==> src/common/bitop_pkg.sv <==
// Package with opcodes, field positions, cycle counts and carriers for the bit instruction unit.
package bitop_pkg;
   localparam logic [7:0] OPC_BIT_OR      = 8'h07;
   localparam logic [7:0] OPC_BRANCH_CLR  = 8'h37;
   localparam int         FLD_REG_HI      = 7;
   localparam int         FLD_REG_LO      = 4;
   localparam int         FLD_BIT_HI      = 3;
   localparam int         FLD_BIT_LO      = 1;
   localparam int         FLD_SEL         = 0;
   localparam logic [3:0] CYC_BIT_OR      = 4'h6;
   localparam logic [3:0] CYC_BRANCH_CLR  = 4'ha;
   localparam logic [3:0] INS_BYTES       = 4'h3;
   localparam logic [15:0] PC_RESET       = 16'h0000;
   localparam logic [7:0] FLAGS_RESET     = 8'h00;
   localparam int         FLAG_C = 7;
   localparam int         FLAG_Z = 6;
   localparam int         FLAG_S = 5;
   localparam int         FLAG_V = 4;

   typedef struct packed {
      logic [7:0] opcode;
      logic [7:0] field;
      logic [7:0] third;
   } instr_t;

   typedef struct packed {
      logic       wr_en;
      logic [7:0] addr;
      logic [7:0] data;
   } reg_wr_t;
endpackage

==> src/logic/bit_field_split.sv <==
// Splitter for the second instruction byte into register, bit number and selector.
module bit_field_split
   import bitop_pkg::*;
(
   // Second instruction byte.
   input  wire logic [7:0] field_in,
   // Decoded fields.
   output logic [3:0]      reg_addr_out,
   output logic [2:0]      bit_num_out,
   output logic            sel_out
);
   assign reg_addr_out = field_in[FLD_REG_HI:FLD_REG_LO];
   assign bit_num_out  = field_in[FLD_BIT_HI:FLD_BIT_LO];
   assign sel_out      = field_in[FLD_SEL];
endmodule // bit_field_split

==> src/logic/bit_or_branch_unit.sv <==
// Execution unit for the bit-OR and branch-on-bit-clear instructions.
module bit_or_branch_unit
   import bitop_pkg::*;
(
   // Clock and reset.
   input  wire logic        sys_clk_in,
   input  wire logic        nrst_in,
   // Instruction issue.
   input  wire logic        start_in,
   input  wire instr_t      instr_in,
   // Operand values from the register file.
   input  wire logic [7:0]  reg_a_data_in,
   input  wire logic [7:0]  reg_b_data_in,
   // Register read addresses.
   output logic [7:0]       reg_a_addr_out,
   output logic [7:0]       reg_b_addr_out,
   // Register write and state.
   output reg_wr_t          reg_wr_out,
   output logic [15:0]      pc_out,
   output logic [7:0]       flags_out,
   output logic             busy_out,
   output logic             done_out,
   output logic             illegal_out
);
   typedef enum logic [2:0] {
      ST_IDLE = 3'b001,
      ST_EXEC = 3'b010,
      ST_DONE = 3'b100
   } state_t;

   state_t      state_q, state_d;
   instr_t      ins_q, ins_d;
   logic [3:0]  cnt_q, cnt_d;
   logic [15:0] pc_q, pc_d;
   logic [7:0]  flags_q, flags_d;
   reg_wr_t     wr_q, wr_d;
   logic        done_q, done_d;
   logic        ill_q, ill_d;

   logic [3:0]  f_reg;
   logic [2:0]  f_bit;
   logic        f_sel;
   logic        res_bit;
   logic [7:0]  dst_new;
   logic [15:0] disp_ext;
   logic [7:0]  dst_old;
   logic [7:0]  dst_addr;
   logic [2:0]  dst_pos;
   logic        dst_bit;
   logic        src_bit;
   logic        tested_clear;
   logic [15:0] pc_seq;
   logic [15:0] pc_branch;
   logic        finish;
   logic        issue_ok;

   // Opcode decoding is needed both when an instruction is taken and when it completes.
   function automatic logic is_bit_or(input logic [7:0] op);
      return (op == OPC_BIT_OR);
   endfunction

   function automatic logic is_branch_clr(input logic [7:0] op);
      return (op == OPC_BRANCH_CLR);
   endfunction

   // Returns the byte with one bit replaced, so the other seven reach the write port untouched.
   function automatic logic [7:0] put_bit(input logic [7:0] value,
                                          input logic [2:0] pos,
                                          input logic       new_bit);
      logic [7:0] result;
      result      = value;
      result[pos] = new_bit;
      return result;
   endfunction

   bit_field_split u_split (
      .field_in     (ins_q.field),
      .reg_addr_out (f_reg),
      .bit_num_out  (f_bit),
      .sel_out      (f_sel)
   );

   // Port A is always the register of the second byte, port B the third byte's register.
   assign reg_a_addr_out = {4'h0, f_reg};
   assign reg_b_addr_out = ins_q.third;
   assign disp_ext = {{8{ins_q.third[7]}}, ins_q.third};

   // Both forms OR bit 0 of the second-byte register with bit b of the third-byte register;
   // the selector only decides which of the two registers takes the result.
   always_comb begin
      if (f_sel) begin
         // Third-byte register is the destination and its bit b is the target.
         dst_old  = reg_b_data_in;
         dst_addr = ins_q.third;
         dst_pos  = f_bit;
         dst_bit  = reg_b_data_in[f_bit];
         src_bit  = reg_a_data_in[0];
      end else begin
         // Second-byte register is the destination and its bit 0 is the target.
         dst_old  = reg_a_data_in;
         dst_addr = {4'h0, f_reg};
         dst_pos  = 3'h0;
         dst_bit  = reg_a_data_in[0];
         src_bit  = reg_b_data_in[f_bit];
      end
      res_bit = dst_bit | src_bit;
      dst_new = put_bit(dst_old, dst_pos, res_bit);
   end

   // A taken branch adds the signed displacement to the address of the next instruction.
   assign tested_clear = ~reg_a_data_in[f_bit];
   assign pc_seq       = pc_q + {12'h000, INS_BYTES};
   assign pc_branch    = pc_seq + disp_ext;
   assign finish       = (state_q == ST_EXEC) && (cnt_q == 4'h0);
   assign issue_ok     = start_in &&
                         (is_bit_or(instr_in.opcode) || is_branch_clr(instr_in.opcode));

   // Sequencer. Unknown opcodes are not latched, so a refused issue changes no state.
   always_comb begin
      state_d = state_q;
      ins_d   = ins_q;
      cnt_d   = cnt_q;
      unique case (state_q)
         ST_IDLE: begin
            if (issue_ok) begin
               ins_d   = instr_in;
               state_d = ST_EXEC;
               // The done cycle and the countdown's zero cycle are part of the budget.
               if (is_bit_or(instr_in.opcode)) begin
                  cnt_d = CYC_BIT_OR - 4'h2;
               end else begin
                  cnt_d = CYC_BRANCH_CLR - 4'h2;
               end
            end
         end
         ST_EXEC: begin
            // The countdown ends one cycle before done, so the results are registered by then.
            if (finish) begin
               state_d = ST_DONE;
            end else begin
               cnt_d = cnt_q - 4'h1;
            end
         end
         ST_DONE: begin
            state_d = ST_IDLE;
         end
         default: begin
            state_d = ST_IDLE;
         end
      endcase
   end

   // Asynchronous reset loads only constants, so no reset path depends on other state.
   always_ff @(posedge sys_clk_in or negedge nrst_in) begin
      if (!nrst_in) begin
         state_q <= ST_IDLE;
         ins_q   <= '0;
         cnt_q   <= 4'h0;
      end else begin
         state_q <= state_d;
         ins_q   <= ins_d;
         cnt_q   <= cnt_d;
      end
   end

   // Results: program counter, flags and the one-cycle strobes.
   always_comb begin
      pc_d    = pc_q;
      flags_d = flags_q;
      wr_d    = '0;
      done_d  = (state_q == ST_DONE);
      // A refused issue only raises the illegal strobe.
      ill_d   = (state_q == ST_IDLE) && start_in && !issue_ok;
      if (finish) begin
         if (is_bit_or(ins_q.opcode)) begin
            pc_d            = pc_seq;
            // Only the destination is written; the source register is never a write target.
            wr_d.wr_en      = 1'b1;
            wr_d.addr       = dst_addr;
            wr_d.data       = dst_new;
            // Overflow is undefined after bit-OR and is simply left as it was.
            flags_d[FLAG_Z] = ~res_bit;
            flags_d[FLAG_S] = 1'b0;
         end else begin
            // Flags keep their value on both outcomes of the test.
            pc_d = tested_clear ? pc_branch : pc_seq;
         end
      end
   end

   always_ff @(posedge sys_clk_in or negedge nrst_in) begin
      if (!nrst_in) begin
         pc_q    <= PC_RESET;
         flags_q <= FLAGS_RESET;
         wr_q    <= '0;
         done_q  <= 1'b0;
         ill_q   <= 1'b0;
      end else begin
         pc_q    <= pc_d;
         flags_q <= flags_d;
         wr_q    <= wr_d;
         done_q  <= done_d;
         ill_q   <= ill_d;
      end
   end

   // Busy is decoded from the state register, so it drops in the cycle in which done rises.
   assign reg_wr_out  = wr_q;
   assign pc_out      = pc_q;
   assign flags_out   = flags_q;
   assign busy_out    = (state_q != ST_IDLE);
   assign done_out    = done_q;
   assign illegal_out = ill_q;
endmodule // bit_or_branch_unit

==> config.mk <==
export PLATFORM = sky130hd
export DESIGN_NAME = bit_or_branch_unit
export DESIGN_NICKNAME = d
export VERILOG_FILES = /design/src/common/bitop_pkg.sv /design/src/logic/bit_field_split.sv /design/src/logic/bit_or_branch_unit.sv
export SDC_FILE = /design/constraint.sdc
export NUM_CORES = 1
export LEC_CHECK = 0
export ABC_AREA = 0
export BUFFER_PORTS_ARGS = -buffer_cell sky130_fd_sc_hd__buf_4
export CAP_MARGIN = 20
export CORE_MARGIN = 2
export CORE_UTILIZATION = 40
export DETAILED_ROUTE_END_ITERATION = 12
export PLACE_DENSITY_LB_ADDON = 0.1
export RECOVER_POWER = 50
export SLEW_MARGIN = 20
export SYNTH_ARGS = -nofsm -noshare
export SYNTH_HDL_FRONTEND = slang
export SYNTH_HIERARCHICAL = 1
export SYNTH_SLANG_ARGS = --single-unit
==> constraint.sdc <==
create_clock -name sys_clk_in -period 5.95 [get_ports sys_clk_in]
set_clock_uncertainty 0.15 [all_clocks]
set_input_delay 1.4875 -clock sys_clk_in [delete_from_list [all_inputs] [get_ports sys_clk_in]]
set_output_delay 1.4875 -clock sys_clk_in [all_outputs]
set_load 0.02 [all_outputs]
==> run metrics <==
hpwl dp 7.58 mm; antenna-violating nets left 0; crit start category input pin; reg-to-reg startpoint pc_out[0]; Slew Viols, Final 0; die area 11,700 µm²; grt ovf 0; Sink Count 67; Total Power 1090 µW; drt first pass iters 4; crit path cell chain clkbuf_4, or2_2, nor3_1, nand3_1, clkinv_1, nor2_1, o21ai_0, o311ai_0; Final Hold Slack 0.312 ns; Place WS 1.73 ns; Area Growth Syn to Fin 16.6%; crit end category flop; WHS Endpoint ins_q[18]; fin crit share 65.3%; Worst Path Max Fanout 25; reg2reg end pc_out[15]; dpl cells 672; Ports 103; Fin. Hold Viols 0; I/O Buffers 91; Hold Buf Count CTS 0; vias 3,583; Post-synth EDFFs 0; Post-Synthesis Cells 482; worst skew pair latency 0.34 ns; clk buf depth 2; kind of critical path in2reg; post_cts resized 0; ant diodes 0; GPL Wtd Cong 0.836; most common library cell in the layout ignoring fill and taps nand2_1; fin cells 688; Reg clk slew, reported paths 0.07 ns; final setup margin 2.07 ns; Yosys warnings 6; Die Height 108 µm; WP data required 6.00 ns; CP delay by family, top simple AND/OR/NAND/NOR gates; cell area after synthesis 4320 µm²; count of cell types in the netlist 60; async set or reset register ratio after synthesis 100%; Vias/cell 5.21; vias in the first global route 3,503; CTS tree built; Cell Rows 37; worst ir drop on vdd 0.000142 V; Pleak 0.00249 µW; routed wire length 10.4 mm; run status complete, no violations; setup violators final 0; Root Driver clkbuf_8; Worst EP arrival 3.94 ns; final net count 611; R2R cell count 13; CP bufs+invs 2; fmax 0.258 GHz; RSZ-0062 raised after global routing false; register area share after synthesis 38.8%; first-pass GRT wire length 17.2 mm; Seq cells post-synth 67; WHS Path Cells 1; DRC viols 0; Core Area 10,400 µm²; prevailing post-synth register cell dfrtp_1; GRT Total Usage 18.6%; routed len/inst 15.1 µm; Setup TNS 0 ns; fillers 1,030; Worst-Margin Slew 1.21 ns; Slowest-stage cell, CP nand3_1; Worst Hold Launch ins_q[18]; H-tree depth 3; share of layout cells above drive strength 1 19.0%; Largest stage delay, worst path 0.69 ns; commonest non-fill, non-tap cells in the layout nand2_1, buf_4, dfrtp_1; reg-to-reg slack, setup 2.34 ns; initial antenna violation count 0; Syn Area/Cell 8.97 µm²; Max Cap Violations 0; pin count of the biggest net entering global routing 68; PD cells 216 nW/µm²; worst hold-check path type reg2reg; DR iter-0 viols 86; Num CTS Buffers 9; Initial Util 41.5%; die width 108 µm; post-layout min period 3.88 ns; headroom to the max-slew limit 19.0%; Post-CTS Setup Inserts 0
## per-layer routing
| metal | track usage (%) | part of all wire, % | vias to the layer above |
|---|---|---|---|
| li1 | - | - | 1790 |
| met1 | 24.2 | 46 | 1695 |
| met2 | 31.4 | 48 | 86 |
| met3 | 3.19 | 3.9 | 12 |
| met4 | 6.32 | 1.7 | 0 |
| met5 | 0 | 0 | - |
## layout make-up
| cell class | count | area (µm²) | share of cell area, % |
|---|---|---|---|
| inverters | 11 | 41.3 | 0.819 |
| flip-flops and latches | 67 | 1680 | 33.3 |
| clock inverters | 5 | 61.3 | 1.22 |
| well taps | 136 | 170 | 3.38 |
| multi-input cells | 366 | 2320 | 46.1 |
| repair buffers | 92 | 627 | 12.4 |
| clock buffers | 11 | 141 | 2.81 |
## where the power goes
group          total (µW)  switching, µW  internal (µW)
combinational         191            107           84.3
sequential            501           28.0            473
clock                 395            188            208
total                1090            323            765
## logic make-up (layout without fill, tap and decap cells)
kind of cell / count (synthesis) / count (layout) / share of synthesized area (%)
compound gates: 92 / 92 / 13.9
xor+xnor: 23 / 23 / 4.66
fa+ha+maj: 21 / 21 / 6.25
buf+inv: 59 / 119 / 8.34
flops: 67 / 67 / 38.8
mux: 15 / 15 / 4.69
other cells: 1 / 11 / 0.0868
simple gates: 204 / 204 / 23.3
## metrics by stage
step           util (%)  cell area, µm²
6_report           48.4            5040
5_1_grt            48.4            5040
4_1_cts            49.0            5100
3_5_place_dp       47.1            4900
3_3_place_gp       47.1            4900
2_1_floorplan         -            4360
## state kept, by name, summed over array words and instances, names as in the netlist
register	cells
flags_out	1
reg_b_addr_out	8
illegal_out	1
state_q	3
reg_wr_out	17
pc_out	16
cnt_q	4
done_out	1
ins_q	16
## synth_stat cells (all sizes together), types with 2 or more instances
library cell	number	area, µm²
nand4	8	50.1
mux4	4	90.1
o31ai	4	30.0
a21oi	24	120
xor2	6	52.6
nand2	83	314
a21o	9	67.6
o211ai	3	22.5
xnor2	17	149
buf	38	282
o21a	2	15.0
clkbuf	10	37.5
o311ai	2	17.5
mux2i	9	90.1
nor3	9	50.1
ha	20	250
o22a	3	26.3
or2	2	12.5
dfrtp	66	1650
o21ai	17	85.1
and3	10	62.6
nor4	3	18.8
nand3	16	92.6
a211oi	13	103
nor3b	5	42.5
nand4b	3	26.3
or3	4	25.0
and2	4	25.0
inv	10	37.5
mux2	2	22.5
o22ai	2	12.5
a31oi	6	37.5
nor2	34	130
nor2b	10	62.6
nand2b	9	58.8
and4	2	17.5
## worst max path at each step
stage	slack (ns)	depth (start not counted)	start	end
6_report	2.07	8	instr_in[23]	cnt_q[2]
5_1_grt	1.81	8	instr_in[23]	cnt_q[3]
4_1_cts	2.09	8	instr_in[23]	cnt_q[2]
3_5_place_dp	1.73	8	instr_in[23]	cnt_q[2]
3_3_place_gp	1.83	8	instr_in[23]	cnt_q[2]
2_1_floorplan	2.64	15	pc_out[0]	pc_out[15]
Power figures use the tool's default switching activity.
